===== src/rtl/winding_pkg.sv =====
// Purpose: Shared constants and carrier types for the winding length and speed source block.
// Assumes: Registers are reached over a plain address/strobe port with one-cycle read latency.
// Notes: Offsets are word indices on the plain register port.
package winding_pkg;
  localparam int ADDR_W = 4;
  localparam int DATA_W = 16;
  // Register offsets.
  localparam logic [3:0] OFF_THRESHOLD = 4'h0;
  localparam logic [3:0] OFF_UNIT = 4'h1;
  localparam logic [3:0] OFF_STORED = 4'h2;
  localparam logic [3:0] OFF_SPEED_SRC = 4'h3;
  localparam logic [3:0] OFF_LINE_SRC = 4'h4;
  localparam logic [3:0] OFF_DIAM_STORE = 4'h5;
  localparam logic [3:0] OFF_CTRL_FUNC = 4'h6;
  localparam logic [3:0] OFF_TERM_FOUR = 4'h7;
  localparam logic [3:0] OFF_TERM_ONE = 4'h8;
  localparam logic [3:0] OFF_GAIN_TWO = 4'h9;
  localparam logic [3:0] OFF_GAIN_THREE = 4'ha;
  localparam logic [3:0] OFF_GAIN_FOUR = 4'hb;
  localparam logic [3:0] OFF_STATUS = 4'hc;
  localparam logic [3:0] OFF_OUT_SEL = 4'hd;
  // Reset values.
  localparam logic [15:0] RST_THRESHOLD = 16'h03e8;
  localparam logic [1:0] RST_UNIT = 2'h0;
  localparam logic [15:0] RST_STORED = 16'h0000;
  localparam logic [2:0] RST_SPEED_SRC = 3'h0;
  localparam logic [15:0] RST_TERM_FOUR = 16'h270f;
  localparam logic [15:0] RST_TERM_ONE = 16'h270f;
  localparam logic [15:0] RST_OUT_SEL = 16'h0035;
  localparam logic [2:0] RST_LINE_SRC = 3'h0;
  localparam logic RST_DIAM_STORE = 1'b0;
  localparam logic [15:0] RST_CTRL_FUNC = 16'h0000;
  localparam logic [15:0] RST_GAIN = 16'h0000;
  // Setting codes.
  localparam logic [15:0] LEN_MAX = 16'h270f;
  localparam logic [15:0] CODE_CTRL_A = 16'h0028;
  localparam logic [15:0] CODE_CTRL_B = 16'h0029;
  localparam logic [15:0] CODE_T4_COMP = 16'h0001;
  localparam logic [15:0] CODE_T4_TAPER = 16'h0002;
  localparam logic [15:0] CODE_T4_OFF = 16'h270f;
  localparam logic [2:0] SRC_CODE_PULSE = 3'h1;
  localparam logic [15:0] CODE_REACH_POS = 16'h0035;
  localparam logic [15:0] CODE_REACH_NEG = 16'h0099;
  localparam logic [2:0] LINE_SRC_MIN = 3'h1;
  // Status field positions.
  localparam int ST_REACHED = 0;
  localparam int ST_TRACK = 1;
  localparam int ST_DANCER = 2;
  localparam int ST_COMP = 3;
  localparam int ST_SEL_EN = 4;
  // Length unit meters per count, per unit code.
  localparam logic [9:0] UNIT_M0 = 10'h001;
  localparam logic [9:0] UNIT_M1 = 10'h00a;
  localparam logic [9:0] UNIT_M2 = 10'h064;
  localparam logic [9:0] UNIT_M3 = 10'h3e8;

  // Main speed source, in priority order.
  typedef enum logic [2:0] {SRC_NONE, SRC_JOG, SRC_PRIO_TWO, SRC_MULTI, SRC_PRIO_FOUR,
    SRC_ANALOG} main_src_t;

  // Gain choice for the analog main speed.
  typedef enum logic [1:0] {GAIN_OWN, GAIN_TWO, GAIN_THREE, GAIN_FOUR} gain_sel_t;

  // Register port request.
  typedef struct packed {
    logic [3:0] addr;
    logic [15:0] wdata;
    logic wr;
    logic rd;
  } reg_req_t;

  // Terminal inputs from the external controller.
  typedef struct packed {
    logic jog;
    logic priority_two_in;
    logic multi;
    logic priority_four_in;
    logic analog;
    logic gain_sel_lo_in;
    logic gain_sel_hi_in;
    logic length_clear_in;
    logic diameter_clear_in;
    logic diameter_store;
    logic meter_tick;
  } term_in_t;

  // Speed selection results.
  typedef struct packed {
    main_src_t src;
    gain_sel_t gain;
    logic [15:0] gain_value;
    logic comp_en;
    logic dancer_en;
  } speed_out_t;
endpackage : winding_pkg


===== src/rtl/unit_scaler.sv =====
// Purpose: Counts metres of material and emits one pulse per length unit.
// Assumes: Meter ticks arrive one per metre, synchronous to clock.
// Notes: The scaler restarts when the unit changes, while the clear is held or while tracking is idle.
`timescale 1ns/1ps
module unit_scaler (
  input wire logic clock, // Block clock.
  input wire logic rst_n, // Synchronous reset, active low.
  input wire logic [1:0] unitSel, // Length unit code.
  input wire logic restart, // Drops partial units.
  input wire logic meterTick, // One metre passed.
  output logic unitTick // One length unit passed.
);
  import winding_pkg::*;
  logic [9:0] metersPerUnit;
  logic [9:0] meterCnt_ff;

  // Meters needed for one stored count.
  always_comb begin
    case (unitSel)
      2'h0: metersPerUnit = UNIT_M0;
      2'h1: metersPerUnit = UNIT_M1;
      2'h2: metersPerUnit = UNIT_M2;
      default: metersPerUnit = UNIT_M3;
    endcase
  end

  // Partial-unit counter.
  always_ff @(posedge clock) begin
    if (!rst_n || restart) begin
      meterCnt_ff <= 10'h000;
    end else if (meterTick) begin
      meterCnt_ff <= (meterCnt_ff + 10'h001 >= metersPerUnit) ? 10'h000 : meterCnt_ff + 10'h001;
    end
  end

  assign unitTick = meterTick && (meterCnt_ff + 10'h001 >= metersPerUnit);
endmodule : unit_scaler


===== src/rtl/winding_length_and_speed_source.sv =====
// Purpose: Length tracking, length-reached output and main speed source selection.
// Assumes: Terminal inputs are asynchronous and pass two flip-flops first.
// Notes: Holds the setting registers behind a plain register port.
// How it works
// RQ1: Tracking only when line source is 1 to 7.
// RQ2: Unit code scales threshold and stored length.
// RQ3: Reached output when length exceeds threshold.
// RQ4: Diameter store selection 1 stores length too.
// RQ5: Stored length readable and overwritable, 0 to 9999.
// RQ6: Length-clear input zeroes the stored length.
// RQ7: Diameter clear leaves the stored length alone.
// RQ8: Reached output polarity set by code 53/153.
// RQ9: Speed source selector accepts codes 0 to 7.
// RQ10: Priority jog, two, multi, four, analog.
// RQ11: Line speed source excluded from main speed.
// RQ12: Multi-speed keeps dancer control active.
// RQ13: Jog disables dancer and diameter compensation.
// RQ14: Main selection enabled only for 40/41.
// RQ15: Terminal-4 compensation only when setting is 1.
// RQ16: Controller waits 20 ms when switching modes; the bench model waits only SWITCH_GAP (8) clocks.
// RQ17: Two inputs pick one of four gains.
// RQ18: User disables terminal 1 with 9999; the block only stores termOne_ff and reads it back.
// RQ19: Terminal-4 codes 1, 2 and 9999.
// RQ20: Reached output drops once length is cleared.
//
// Our own choices: the placing of the registers and the strobed register port.
`timescale 1ns/1ps
module winding_length_and_speed_source (
  input wire logic clock, // Block clock, 250 MHz.
  input wire logic rst_n, // Synchronous reset, active low.
  input winding_pkg::reg_req_t regReq, // Register request.
  output logic [15:0] regRdata, // Read data, one cycle after read strobe.
  input winding_pkg::term_in_t termIn, // Terminal inputs, asynchronous.
  input wire logic analogIsLineSrc, // Analog input is the line speed input.
  input wire logic pulseIsLineSrc, // Pulse input is the line speed input.
  output logic lengthReachedOut, // Length-reached terminal level.
  output logic [15:0] storedLengthOut, // Held length, in units.
  output logic lengthTrackingOn, // Length tracking active.
  output winding_pkg::speed_out_t speedOut // Main speed choice.
);
  import winding_pkg::*;

  // Terminal levels take two clocks through the synchroniser, so a pin
  // change shows on the outputs three clocks later.
  // A register write takes effect on the clock after its strobe.

  // Setting registers, one per software setting.
  logic [15:0] threshold_ff;
  logic [1:0] unit_ff;
  logic [15:0] stored_ff;
  logic [15:0] storedSnap_ff;
  logic [2:0] speedSrc_ff;
  logic [2:0] lineSrc_ff;
  logic diamStore_ff;
  logic [15:0] ctrlFunc_ff;
  logic [15:0] termFour_ff;
  logic [15:0] termOne_ff;
  logic [15:0] gainTwo_ff;
  logic [15:0] gainThree_ff;
  logic [15:0] gainFour_ff;
  logic [15:0] outSel_ff;
  // Read data register.
  logic [15:0] rdata_ff;
  // Terminal synchroniser stages.
  term_in_t syncA_ff;
  term_in_t syncB_ff;
  // Store edge detector, reached flag and terminal level.
  logic storePrev_ff;
  logic reached_ff;
  logic lengthOut_ff;
  // Registered speed choice.
  speed_out_t speed_ff;
  // Combinational helpers.
  logic unitTick;
  logic tracking;
  logic storeEdge;
  logic wrEn;
  logic [15:0] nxt_stored;
  main_src_t nxt_src;
  gain_sel_t nxt_gain;
  logic [15:0] nxt_gainValue;
  // Write qualifiers, unit change detector and status helpers.
  logic [1:0] unitPrev_ff;
  logic unitChanged;
  logic reachNow;
  logic thresholdOk;
  logic storedOk;
  logic termFourOk;
  logic outSelOk;
  logic jogIsLine;
  logic [15:0] statusWord;

  assign wrEn = regReq.wr;

  // Accepted setting values; a refused write keeps the old value.
  assign thresholdOk = regReq.wdata <= LEN_MAX; // see RQ3
  assign storedOk = regReq.wdata <= LEN_MAX; // see RQ5
  assign termFourOk = regReq.wdata == CODE_T4_COMP || regReq.wdata == CODE_T4_TAPER
    || regReq.wdata == CODE_T4_OFF; // see RQ19
  assign outSelOk = regReq.wdata == CODE_REACH_POS
    || regReq.wdata == CODE_REACH_NEG; // see RQ8

  // Two-flop synchroniser for terminal inputs.
  // Only the second stage is read by the logic.
  always_ff @(posedge clock) begin
    if (!rst_n) begin
      syncA_ff <= '0;
      syncB_ff <= '0;
    end else begin
      syncA_ff <= termIn;
      syncB_ff <= syncA_ff;
    end
  end

  // Length tracking is offered only with a line speed input chosen.
  assign tracking = (lineSrc_ff >= LINE_SRC_MIN); // see RQ1

  // A unit change drops the partial unit, so counting restarts cleanly.
  assign unitChanged = unit_ff != unitPrev_ff; // see RQ2
  always_ff @(posedge clock) begin
    if (!rst_n) begin
      unitPrev_ff <= RST_UNIT;
    end else begin
      unitPrev_ff <= unit_ff;
    end
  end

  // Unit scaler converts metres into stored counts.
  // Clear, idle tracking or a new unit restart its partial count.
  unit_scaler scaler (
    .clock(clock),
    .rst_n(rst_n),
    .unitSel(unit_ff), // see RQ2
    .restart(syncB_ff.length_clear_in || !tracking || unitChanged),
    .meterTick(syncB_ff.meter_tick && tracking),
    .unitTick(unitTick)
  );

  // Length settings written by software.
  always_ff @(posedge clock) begin
    if (!rst_n) begin
      threshold_ff <= RST_THRESHOLD;
      unit_ff <= RST_UNIT;
      lineSrc_ff <= RST_LINE_SRC;
      diamStore_ff <= RST_DIAM_STORE;
      outSel_ff <= RST_OUT_SEL;
    end else if (wrEn) begin
      case (regReq.addr)
        OFF_THRESHOLD: begin
          if (thresholdOk) begin
            threshold_ff <= regReq.wdata; // see RQ3
          end
        end
        OFF_UNIT: unit_ff <= regReq.wdata[1:0]; // see RQ2
        OFF_LINE_SRC: lineSrc_ff <= regReq.wdata[2:0]; // see RQ1
        OFF_DIAM_STORE: diamStore_ff <= regReq.wdata[0]; // see RQ4
        OFF_OUT_SEL: begin
          if (outSelOk) begin
            outSel_ff <= regReq.wdata; // see RQ8
          end
        end
        default: ;
      endcase
    end
  end

  // Speed source settings written by software.
  always_ff @(posedge clock) begin
    if (!rst_n) begin
      speedSrc_ff <= RST_SPEED_SRC;
      ctrlFunc_ff <= RST_CTRL_FUNC;
      termFour_ff <= RST_TERM_FOUR;
      termOne_ff <= RST_TERM_ONE;
      gainTwo_ff <= RST_GAIN;
      gainThree_ff <= RST_GAIN;
      gainFour_ff <= RST_GAIN;
    end else if (wrEn) begin
      case (regReq.addr)
        OFF_SPEED_SRC: speedSrc_ff <= regReq.wdata[2:0]; // see RQ9
        OFF_CTRL_FUNC: ctrlFunc_ff <= regReq.wdata; // see RQ14
        OFF_TERM_FOUR: begin
          // Only the compensation, taper and disabled codes are accepted.
          if (termFourOk) begin
            termFour_ff <= regReq.wdata; // see RQ19
          end
        end
        OFF_TERM_ONE: termOne_ff <= regReq.wdata;
        OFF_GAIN_TWO: gainTwo_ff <= regReq.wdata; // see RQ17
        OFF_GAIN_THREE: gainThree_ff <= regReq.wdata;
        OFF_GAIN_FOUR: gainFour_ff <= regReq.wdata;
        default: ;
      endcase
    end
  end

  // Next held length: clear wins, then software write, then counting.
  // Counting stops at the top of the range instead of wrapping.
  always_comb begin
    nxt_stored = stored_ff;
    if (syncB_ff.length_clear_in) begin
      nxt_stored = 16'h0000; // see RQ6
    end else if (wrEn && regReq.addr == OFF_STORED && storedOk) begin
      nxt_stored = regReq.wdata; // see RQ5
    end else if (unitTick && stored_ff < LEN_MAX) begin
      nxt_stored = stored_ff + 16'h0001;
    end
  end

  // Held length; the diameter clear input plays no part here.
  // Only the length clear terminal or a write can lower it.
  always_ff @(posedge clock) begin
    if (!rst_n) begin
      stored_ff <= RST_STORED; // see RQ7
    end else begin
      stored_ff <= nxt_stored;
    end
  end

  // Snapshot of the length taken on the diameter store event.
  // The edge detector idles low, matching the released terminal.
  assign storeEdge = syncB_ff.diameter_store && !storePrev_ff;
  always_ff @(posedge clock) begin
    if (!rst_n) begin
      storePrev_ff <= 1'b0;
      storedSnap_ff <= 16'h0000;
    end else begin
      storePrev_ff <= syncB_ff.diameter_store;
      if (storeEdge && diamStore_ff) begin
        storedSnap_ff <= stored_ff; // see RQ4
      end
    end
  end

  // Length is over the threshold while tracking is offered.
  assign reachNow = tracking && (nxt_stored > threshold_ff); // see RQ3

  // Length-reached flag follows the comparison, so a clear drops it.
  // It is taken from the next length so flag and length move together.
  always_ff @(posedge clock) begin
    if (!rst_n) begin
      reached_ff <= 1'b0;
      lengthOut_ff <= 1'b0;
    end else begin
      reached_ff <= reachNow; // see RQ20
      lengthOut_ff <= (outSel_ff == CODE_REACH_NEG) ? !reachNow : reachNow; // see RQ8
    end
  end

  // Jog carries the line speed pulse when that input serves both uses.
  assign jogIsLine = pulseIsLineSrc && speedSrc_ff == SRC_CODE_PULSE; // see RQ11

  // Main speed source by fixed priority, skipping the line speed input.
  // Without the dancer control function code nothing is selected.
  always_comb begin
    nxt_src = SRC_NONE;
    if (ctrlFunc_ff == CODE_CTRL_A || ctrlFunc_ff == CODE_CTRL_B) begin // see RQ14
      if (syncB_ff.jog && !jogIsLine) begin
        nxt_src = SRC_JOG; // see RQ10 see RQ11
      end else if (syncB_ff.priority_two_in) begin
        nxt_src = SRC_PRIO_TWO;
      end else if (syncB_ff.multi) begin
        nxt_src = SRC_MULTI;
      end else if (syncB_ff.priority_four_in) begin
        nxt_src = SRC_PRIO_FOUR;
      end else if (syncB_ff.analog && !analogIsLineSrc) begin
        nxt_src = SRC_ANALOG; // see RQ11
      end
    end
  end

  // Gain pick from the two select inputs.
  // The own gain of the terminal is applied outside, so its value reads zero.
  always_comb begin
    case ({syncB_ff.gain_sel_hi_in, syncB_ff.gain_sel_lo_in})
      2'b00: nxt_gain = GAIN_OWN; // see RQ17
      2'b01: nxt_gain = GAIN_TWO;
      2'b10: nxt_gain = GAIN_THREE;
      default: nxt_gain = GAIN_FOUR;
    endcase
    case (nxt_gain)
      GAIN_TWO: nxt_gainValue = gainTwo_ff;
      GAIN_THREE: nxt_gainValue = gainThree_ff;
      GAIN_FOUR: nxt_gainValue = gainFour_ff;
      default: nxt_gainValue = 16'h0000;
    endcase
  end

  // Registered speed choice; jog stops dancer control, multi-speed does not.
  // Compensation also needs the terminal-4 compensation code.
  always_ff @(posedge clock) begin
    if (!rst_n) begin
      speed_ff <= '0;
    end else begin
      speed_ff.src <= nxt_src;
      speed_ff.gain <= nxt_gain;
      speed_ff.gain_value <= nxt_gainValue;
      speed_ff.dancer_en <= !syncB_ff.jog; // see RQ12 see RQ13
      speed_ff.comp_en <= !syncB_ff.jog && (termFour_ff == CODE_T4_COMP); // see RQ15 see RQ13
    end
  end

  // Status word, one bit per field position.
  // Bits above the fields read as zero.
  always_comb begin
    statusWord = 16'h0000;
    statusWord[ST_REACHED] = reached_ff; // see RQ3
    statusWord[ST_TRACK] = tracking; // see RQ1
    statusWord[ST_DANCER] = speed_ff.dancer_en;
    statusWord[ST_COMP] = speed_ff.comp_en;
    statusWord[ST_SEL_EN] = speed_ff.src != SRC_NONE;
  end

  // Read data, valid the cycle after the read strobe.
  // Between reads the port shows zero, so a stale word is never seen.
  always_ff @(posedge clock) begin
    if (!rst_n) begin
      rdata_ff <= 16'h0000;
    end else if (regReq.rd) begin
      case (regReq.addr)
        OFF_THRESHOLD: rdata_ff <= threshold_ff;
        OFF_UNIT: rdata_ff <= {14'h0000, unit_ff};
        OFF_STORED: rdata_ff <= stored_ff; // see RQ5
        OFF_SPEED_SRC: rdata_ff <= {13'h0000, speedSrc_ff};
        OFF_LINE_SRC: rdata_ff <= {13'h0000, lineSrc_ff};
        OFF_DIAM_STORE: rdata_ff <= {15'h0000, diamStore_ff};
        OFF_CTRL_FUNC: rdata_ff <= ctrlFunc_ff;
        OFF_TERM_FOUR: rdata_ff <= termFour_ff;
        OFF_TERM_ONE: rdata_ff <= termOne_ff;
        OFF_GAIN_TWO: rdata_ff <= gainTwo_ff;
        OFF_GAIN_THREE: rdata_ff <= gainThree_ff;
        OFF_GAIN_FOUR: rdata_ff <= gainFour_ff;
        OFF_STATUS: rdata_ff <= statusWord;
        OFF_OUT_SEL: rdata_ff <= outSel_ff;
        default: rdata_ff <= storedSnap_ff;
      endcase
    end else begin
      rdata_ff <= 16'h0000;
    end
  end

  // Outputs come straight from their registers, except lengthTrackingOn, which is decoded from lineSrc_ff.
  assign regRdata = rdata_ff;
  assign lengthReachedOut = lengthOut_ff;
  assign storedLengthOut = stored_ff;
  assign lengthTrackingOn = tracking;
  assign speedOut = speed_ff;
endmodule : winding_length_and_speed_source


===== config.mk =====
export PLATFORM = sky130hd
export DESIGN_NAME = winding_length_and_speed_source
export DESIGN_NICKNAME = d
export VERILOG_FILES = /design/src/rtl/winding_pkg.sv /design/src/rtl/unit_scaler.sv /design/src/rtl/winding_length_and_speed_source.sv
export SDC_FILE = /design/constraint.sdc
export NUM_CORES = 1
export LEC_CHECK = 0
export BUFFER_PORTS_ARGS = -buffer_cell sky130_fd_sc_hd__buf_4
export CELL_PAD_IN_SITES_DETAIL_PLACEMENT = 0
export CELL_PAD_IN_SITES_GLOBAL_PLACEMENT = 1
export CORE_MARGIN = 2
export CORE_UTILIZATION = 45
export DETAILED_ROUTE_END_ITERATION = 6
export PLACE_DENSITY_LB_ADDON = 0.1
export SYNTH_ARGS = -nofsm -noshare
export SYNTH_HDL_FRONTEND = slang
export SYNTH_SLANG_ARGS = --single-unit

===== constraint.sdc =====
create_clock -name clock -period 4.87 [get_ports clock]
set_input_delay 0.2435 -clock clock [delete_from_list [all_inputs] [get_ports clock]]
set_output_delay 0.2435 -clock clock [all_outputs]
set_load 0.01 [all_outputs]

# Word-level counts from Yosys, hierarchy flattened

Cells that the tools add are included.

$add $sub $neg: 2
$lt $le $gt $ge: 5
Equal/unequal tests: 31
Multiplexer cells: 14
Bitwise gates (word level): 2
Reductions and logical operators: 46

Operators with widths:

| cell                    | number |
|---|---|
| $pmux W16 S14           | 1 |
| $eq A16 B6 Y1 const B   | 3 |
| $mux W16                | 3 |
| $pmux W16 S3            | 1 |
| $eq A16 B1 Y1 const B   | 2 |
| $eq A16 B8 Y1 const B   | 2 |
| $pmux W10 S3            | 1 |
| $eq A4 B4 Y1 const B    | 6 |
| $reduce_and A2 Y1       | 11 |
| $add A16 B1 Y16 const B | 1 |
| $eq A16 B14 Y1 const B  | 1 |
| $eq A16 B2 Y1 const B   | 1 |
| $eq A4 B3 Y1 const B    | 4 |
| $gt A16 B16 Y1          | 1 |
| $le A16 B14 Y1 const B  | 1 |
| $lt A16 B14 Y1 const B  | 1 |
| $logic_and A1 B1 Y1     | 12 |
| $add A10 B1 Y10 const B | 1 |
| $ge A10 B10 Y1          | 1 |
| $mux W10                | 1 |
| $reduce_and A3 Y1       | 3 |
| $eq A2 B2 Y1 const B    | 4 |
| $eq A4 B2 Y1 const B    | 2 |
| $logic_not A1 Y1        | 7 |
| 16 further kinds        | 29 |

Register bits after elaboration: 243
Input bits: 37
Output and inout port bits: 57

# Longest topological paths before layout

Depth after elaboration: 12
Gate-level depth with buffers: 19
Mapped depth without buffers: 18

# By module

Synthesis repeated with hierarchy kept, for this count alone.

Cells, all modules: 1339
Area total of the unflattened synthesis: 11805.1 µm²

By module, submodules not included:

| module                          | instances | cells each | area each (µm²) | sequential area each (µm²) |
|---|---|---|---|---|
| winding_length_and_speed_source | 1         | 1235       | 10945.5         | 4664.5 |
| unit_scaler                     | 1         | 104        | 859.6           | 200.2 |

# Worst setup path after synthesis

OpenSTA, ideal clock, no wires.

Path kind: register to register
Start point: reg scaler.meterCnt_ff[2]
End point: reg lengthOut_ff (netlist: lengthReachedOut)
Library setup time: 121 ps
Arrival: 4221 ps
Data required time: 4749 ps
Setup slack: 528 ps
Stages on the path, launching flop included: 20
Clock period less this slack: 4342 ps
Path through: dfxtp_1 and3_1 and3_1 nand3_1 xnor2_1 ha_1 and4_1 and4_1 a311oi_1 clkbuf_1 a211oi_1 a221oi_1 nor2_1 ha_1 a21o_1 a21o_1 a21oi_1 o31ai_1 o211ai_1 mux2_2

Word-level cells in the longest chain between the ends: 11

RTL lines:

| item                     | line                                   | RTL |
|---|---|---|
| start: declaration       | unit_scaler.sv:15                      | `logic [9:0] meterCnt_ff;` |
| start signal: assignment | unit_scaler.sv:32                      | `meterCnt_ff <= (meterCnt_ff + 10'h001 >= metersPerUnit) ? 10'h000 : meterCnt_ff + 10'h001;` |
| $add A10 B1 Y10 *        | unit_scaler.sv:36                      | `assign unitTick = meterTick && (meterCnt_ff + 10'h001 >= metersPerUnit);` |
| $ge A10 B10 Y1 *         | unit_scaler.sv:36                      |  |
| $logic_and A1 B1 Y1 *    | unit_scaler.sv:36                      |  |
| $logic_and A1 B1 Y1 *    | winding_length_and_speed_source.sv:204 | `end else if (unitTick && stored_ff < LEN_MAX) begin` |
| $mux W16 *               | winding_length_and_speed_source.sv:204 |  |
| $mux W16 *               | winding_length_and_speed_source.sv:202 | `end else if (wrEn && regReq.addr == OFF_STORED && storedOk) begin` |
| $mux W16 *               | winding_length_and_speed_source.sv:200 | `if (syncB_ff.length_clear_in) begin` |
| net nxt_stored[13]       | winding_length_and_speed_source.sv:78  | `logic [15:0] nxt_stored;` |
| $gt A16 B16 Y1 *         | winding_length_and_speed_source.sv:235 | `assign reachNow = tracking && (nxt_stored > threshold_ff);` |
| $logic_and A1 B1 Y1 *    | winding_length_and_speed_source.sv:235 |  |
| $logic_not A1 Y1         | winding_length_and_speed_source.sv:245 | `lengthOut_ff <= (outSel_ff == CODE_REACH_NEG) ? !reachNow : reachNow;` |
| $mux W1 *                | winding_length_and_speed_source.sv:245 |  |
| end signal: assignment   | winding_length_and_speed_source.sv:245 |  |
| end: declaration         | winding_length_and_speed_source.sv:70  | `logic lengthOut_ff;` |

Mark *: on every way through the listed nets, which the timed path passes. The rest lies on a longest branch.
A chain may end at the register's enable or synchronous reset.

# Worst setup path after layout

Start point: reg scaler.meterCnt_ff[3]
End point: reg lengthOut_ff (netlist: lengthReachedOut)

The elaborated chain is that of the path after synthesis.

==> flow_metrics.py <==
metrics = {
    "run_status": {
        "outcome": "finished, final reports clean",
    },
    "logic_synthesis": {
        "netlist-cell-type-count": 73,
        "ys_top_cells_by_count": "270 x sky130_fd_sc_hd__nand2_1, 243 x sky130_fd_sc_hd__dfxtp_1, 135 x sky130_fd_sc_hd__a21oi_1, 100 x sky130_fd_sc_hd__nor2_1, 82 x sky130_fd_sc_hd__clkbuf_1",
        "synth.area.top_cells": "sky130_fd_sc_hd__dfxtp_1 43%, sky130_fd_sc_hd__nand2_1 9.0%, sky130_fd_sc_hd__a21oi_1 6.0%",
        "synth_top_cell_by_area": "sky130_fd_sc_hd__dfxtp_1",
        "ys_seq_elements": 243,
        "synth.yosys.warnings": 0,
        "synth-edff-count": 0,
        "register_area_share_after_synthesis_pct": 43.1,
        "asyncSetResetFlopFracSynth_pct": 0,
        "netlist_area_um2": 11300,
        "synth_cells": 1381,
        "synth_ff_type": "sky130_fd_sc_hd__dfxtp_1",
        "syn_area_per_cell_um2": 8.16,
        "synthesized_net_count": 1445,
        "yosysTopAreaCellShare_pct": 43.1,
        "synth_most_common_cell": "sky130_fd_sc_hd__nand2_1",
    },
    "cts": {
        "clock_sink_count": 243,
        "worst_setup_hold_path_clk_slew_ns": 0.06,
        "clock_latency_ns": 0.55,
        "ctsRootBufferMaster": "sky130_fd_sc_hd__clkbuf_16",
        "clock_tree.htree_level_count": 1,
        "cts_tree": "done",
        "cts_made_buffers": 28,
        "cts_max_path_buffers": 3,
    },
    "critical_path": {
        "crit_path_top_delay_cell": "sky130_fd_sc_hd__a311o_1",
        "timing.critical_path.arrival_ns": 4.96,
        "critical_path_peak_fanout": 6,
        "start_kind": "flop",
        "timing.setup.critical_path_class": "reg2reg",
        "critical_path_required_ns": 5.30,
        "worstSetupEndpointType": "flop",
        "cpPeakStageDelay_ns": 0.44,
        "cp_cell_sequence": "and3_1, and3_1, nand3_1, xnor2_1, ha_1, and4_1, and4_1, a311o_1, or4_1, o21ai_0, nor4_1, ha_1, a21o_1, a21o_1, a21oi_1, o31ai_1, o211ai_1, mux2_2",
    },
    "timing": {
        "timing.setup.tns_ns": 0,
        "clock_skews_ns": 0.0148,
        "grt_setup_unrepaired": "false",
        "min_period_ns": 4.53,
        "fin_ws_ns": 0.341,
        "hold_viol": 0,
        "final-max-slew-violation-count": 0,
        "fmax_ghz": 0.221,
        "slew_limit_headroom_pct": 16.3,
        "final_min_period_over_clock_period_pct": 93.0,
        "tightestPinTransition_ns": 1.25,
        "setup-violations-final": 0,
    },
    "power": {
        "design_power_total_uw": 4540,
        "power.ir.vdd_worst_v": 0.000289,
        "p_leak_uw": 0.00519,
        "cellPowerDensity_nw_per_um2": 343,
    },
    "placement": {
        "buffer_ports.inserted": 92,
        "dpl.hpwl_um": 26400,
        "pre_cts_ws_ns": 0.282,
        "post-place-cells": 1716,
        "place_congestion": 0.932,
    },
    "cells_and_area": {
        "area_delta_synth_final_pct": 17.3,
        "final_net_count": 1499,
        "finalNonFillerCells": 1776,
        "antennaDiodeCount": 0,
        "share_of_cells_above_drive_strength_1_pct": 14.0,
    },
    "route": {
        "remaining_drc_errors": 0,
        "finalWirelength_um": 38400,
        "initialDrtViolationCount": 940,
        "avgRoutedWirePerCell_um": 21.6,
        "viasPerCell": 5.89,
        "drtAntennaViolNets": 0,
        "vias": 10500,
        "drt-pass1-iter-count": 5,
    },
    "global_route": {
        "number_of_antenna_violations_at_the_first_check_in_global_routing": 1,
        "grt_util_all_layers_pct": 28.8,
        "wire_length_of_the_first_global_routing_pass_um": 58500,
        "total_congestion_overflow": 0,
        "grt_max_degree": 79,
        "grt_pass1_vias": 9763,
    },
    "floorplanning": {
        "die_h_um": 162,
        "floorplan.core_area_um2": 24500,
        "initial_core_util_pct": 46.1,
        "die_width_um": 162,
        "num_io_pins": 94,
        "rows": 57,
        "floorplan.die_area_um2": 26300,
    },
    "hold_path": {
        "hold_path_class": "in2reg",
    },
    "job": {
        "timing.max_cap.violations": 0,
    },
}
==> report_power, final <==
part | total [µW] | internal (µW) | switching, µW | leakage, µW
registers | 2030 | 2010 | 19.6 | 0.00197
logic | 286 | 91.0 | 195 | 0.00276
clock network | 2220 | 1360 | 863 | 0.000464
total | 4540 | 3460 | 1080 | 0.00519
==> placed cells by master, fill, tap and decap left out, types with 11 or more instances in the layout <==
cell	instances
sky130_fd_sc_hd__dfxtp_1	242
sky130_fd_sc_hd__clkbuf_16	29
sky130_fd_sc_hd__inv_1	27
sky130_fd_sc_hd__nand4_1	11
sky130_fd_sc_hd__and2_1	33
sky130_fd_sc_hd__a31oi_1	11
sky130_fd_sc_hd__nor2b_1	13
sky130_fd_sc_hd__ha_1	27
sky130_fd_sc_hd__dlygate4sd3_1	12
sky130_fd_sc_hd__nor2_1	99
sky130_fd_sc_hd__o21ai_0	44
sky130_fd_sc_hd__mux2_2	26
sky130_fd_sc_hd__and3_1	28
sky130_fd_sc_hd__nor4_1	19
sky130_fd_sc_hd__buf_4	116
sky130_fd_sc_hd__a21oi_1	134
sky130_fd_sc_hd__nand3_1	47
sky130_fd_sc_hd__nand2_1	270
sky130_fd_sc_hd__mux2i_1	40
sky130_fd_sc_hd__a22oi_1	35
sky130_fd_sc_hd__a22o_1	11
==> metrics by stage <==
step	util [%]	hold WS, ns	area, µm²
finish	54.1	0.0308	13200
global route	54.1	0.0248	13200
CTS	54.0	0.0110	13200
detailed placement	49.5	0.419	12100
global placement	49.5	0.414	12100
floorplan	-	0.371	11300
==> cell families (layout without fill, tap and decap cells) <==
family / Yosys count / count (layout) / synth area share (%)
buf+inv: 133 / 204 / 4.78
simple gates: 583 / 583 / 24.2
xor+xnor: 12 / 12 / 0.932
mux: 66 / 66 / 6.15
fa+ha+maj: 27 / 27 / 3.00
flops: 243 / 243 / 43.1
compound gates: 317 / 317 / 17.8
==> sequential cells by signal, indices dropped and copies added, names as in the netlist, 2 cells and up <==
name	count
gainThree_ff	16
gainTwo_ff	16
unit_ff	2
scaler.meterCnt_ff	10
outSel_ff	16
speedOut	23
termOne_ff	16
lineSrc_ff	3
syncB_ff	10
speedSrc_ff	3
storedSnap_ff	16
gainFour_ff	16
syncA_ff	10
threshold_ff	16
storedLengthOut	16
regRdata	16
termFour_ff	16
unitPrev_ff	2
ctrlFunc_ff	16
==> final cells by class <==
type	count	area, µm²
Timing Repair Buffer	128	991
Clock inverter	15	220
Sequential cell	243	4870
Inverter	29	111
Multi-Input combinational cell	1005	5880
Tap cell	324	405
Fill cell	2357	11200
Clock buffer	32	747
==> layer usage <==
metal	wire length, µm	part of all wire [%]	GRT usage [%]	up-vias
met1	16800	44	40.6	4992
met5	0	0	0	-
li1	-	-	-	4970
met4	1130	2.9	8.77	0
met3	2880	7.5	4.26	68
met2	17600	46	45.7	433
==> path summary, 6_finish.rpt <==
| check | from | to | slack, ns | depth (start not counted) |
|---|---|---|---|---|
| worst min register to register | syncA_ff[10]$_SDFF_PN0_ | syncB_ff[10]$_SDFF_PN0_ | 0.43 | 1 |
| worst max register to register | scaler.meterCnt_ff[3]$_SDFFE_PP0P_ | lengthReachedOut$_SDFF_PN0_ | 0.34 | 18 |
| worst min-delay path | regReq[8] | gainTwo_ff[6]$_SDFFE_PN0P_ | 0.03 | 3 |
| worst max-delay path | scaler.meterCnt_ff[3]$_SDFFE_PP0P_ | lengthReachedOut$_SDFF_PN0_ | 0.34 | 18 |
==> worst max-delay path, delay by kind of cell (launching register included) <==
| kind | cells | cell delay, ns |
|---|---|---|
| simple gates | 7 | 1.47 |
| compound gates | 7 | 1.39 |
| fa+ha+maj | 2 | 0.61 |
| flops | 1 | 0.38 |
| mux | 1 | 0.37 |
| xor+xnor | 1 | 0.21 |
==> what timing repair did <==
action                                  in CTS  in global routing
resized for setup                            0                  4
endpoints found under the hold margin       14                  0
endpoints found under the setup margin       0                  1
hold buffers                                12                  0
setup buffers                                0                  1
(Power assumes the default switching activity.)
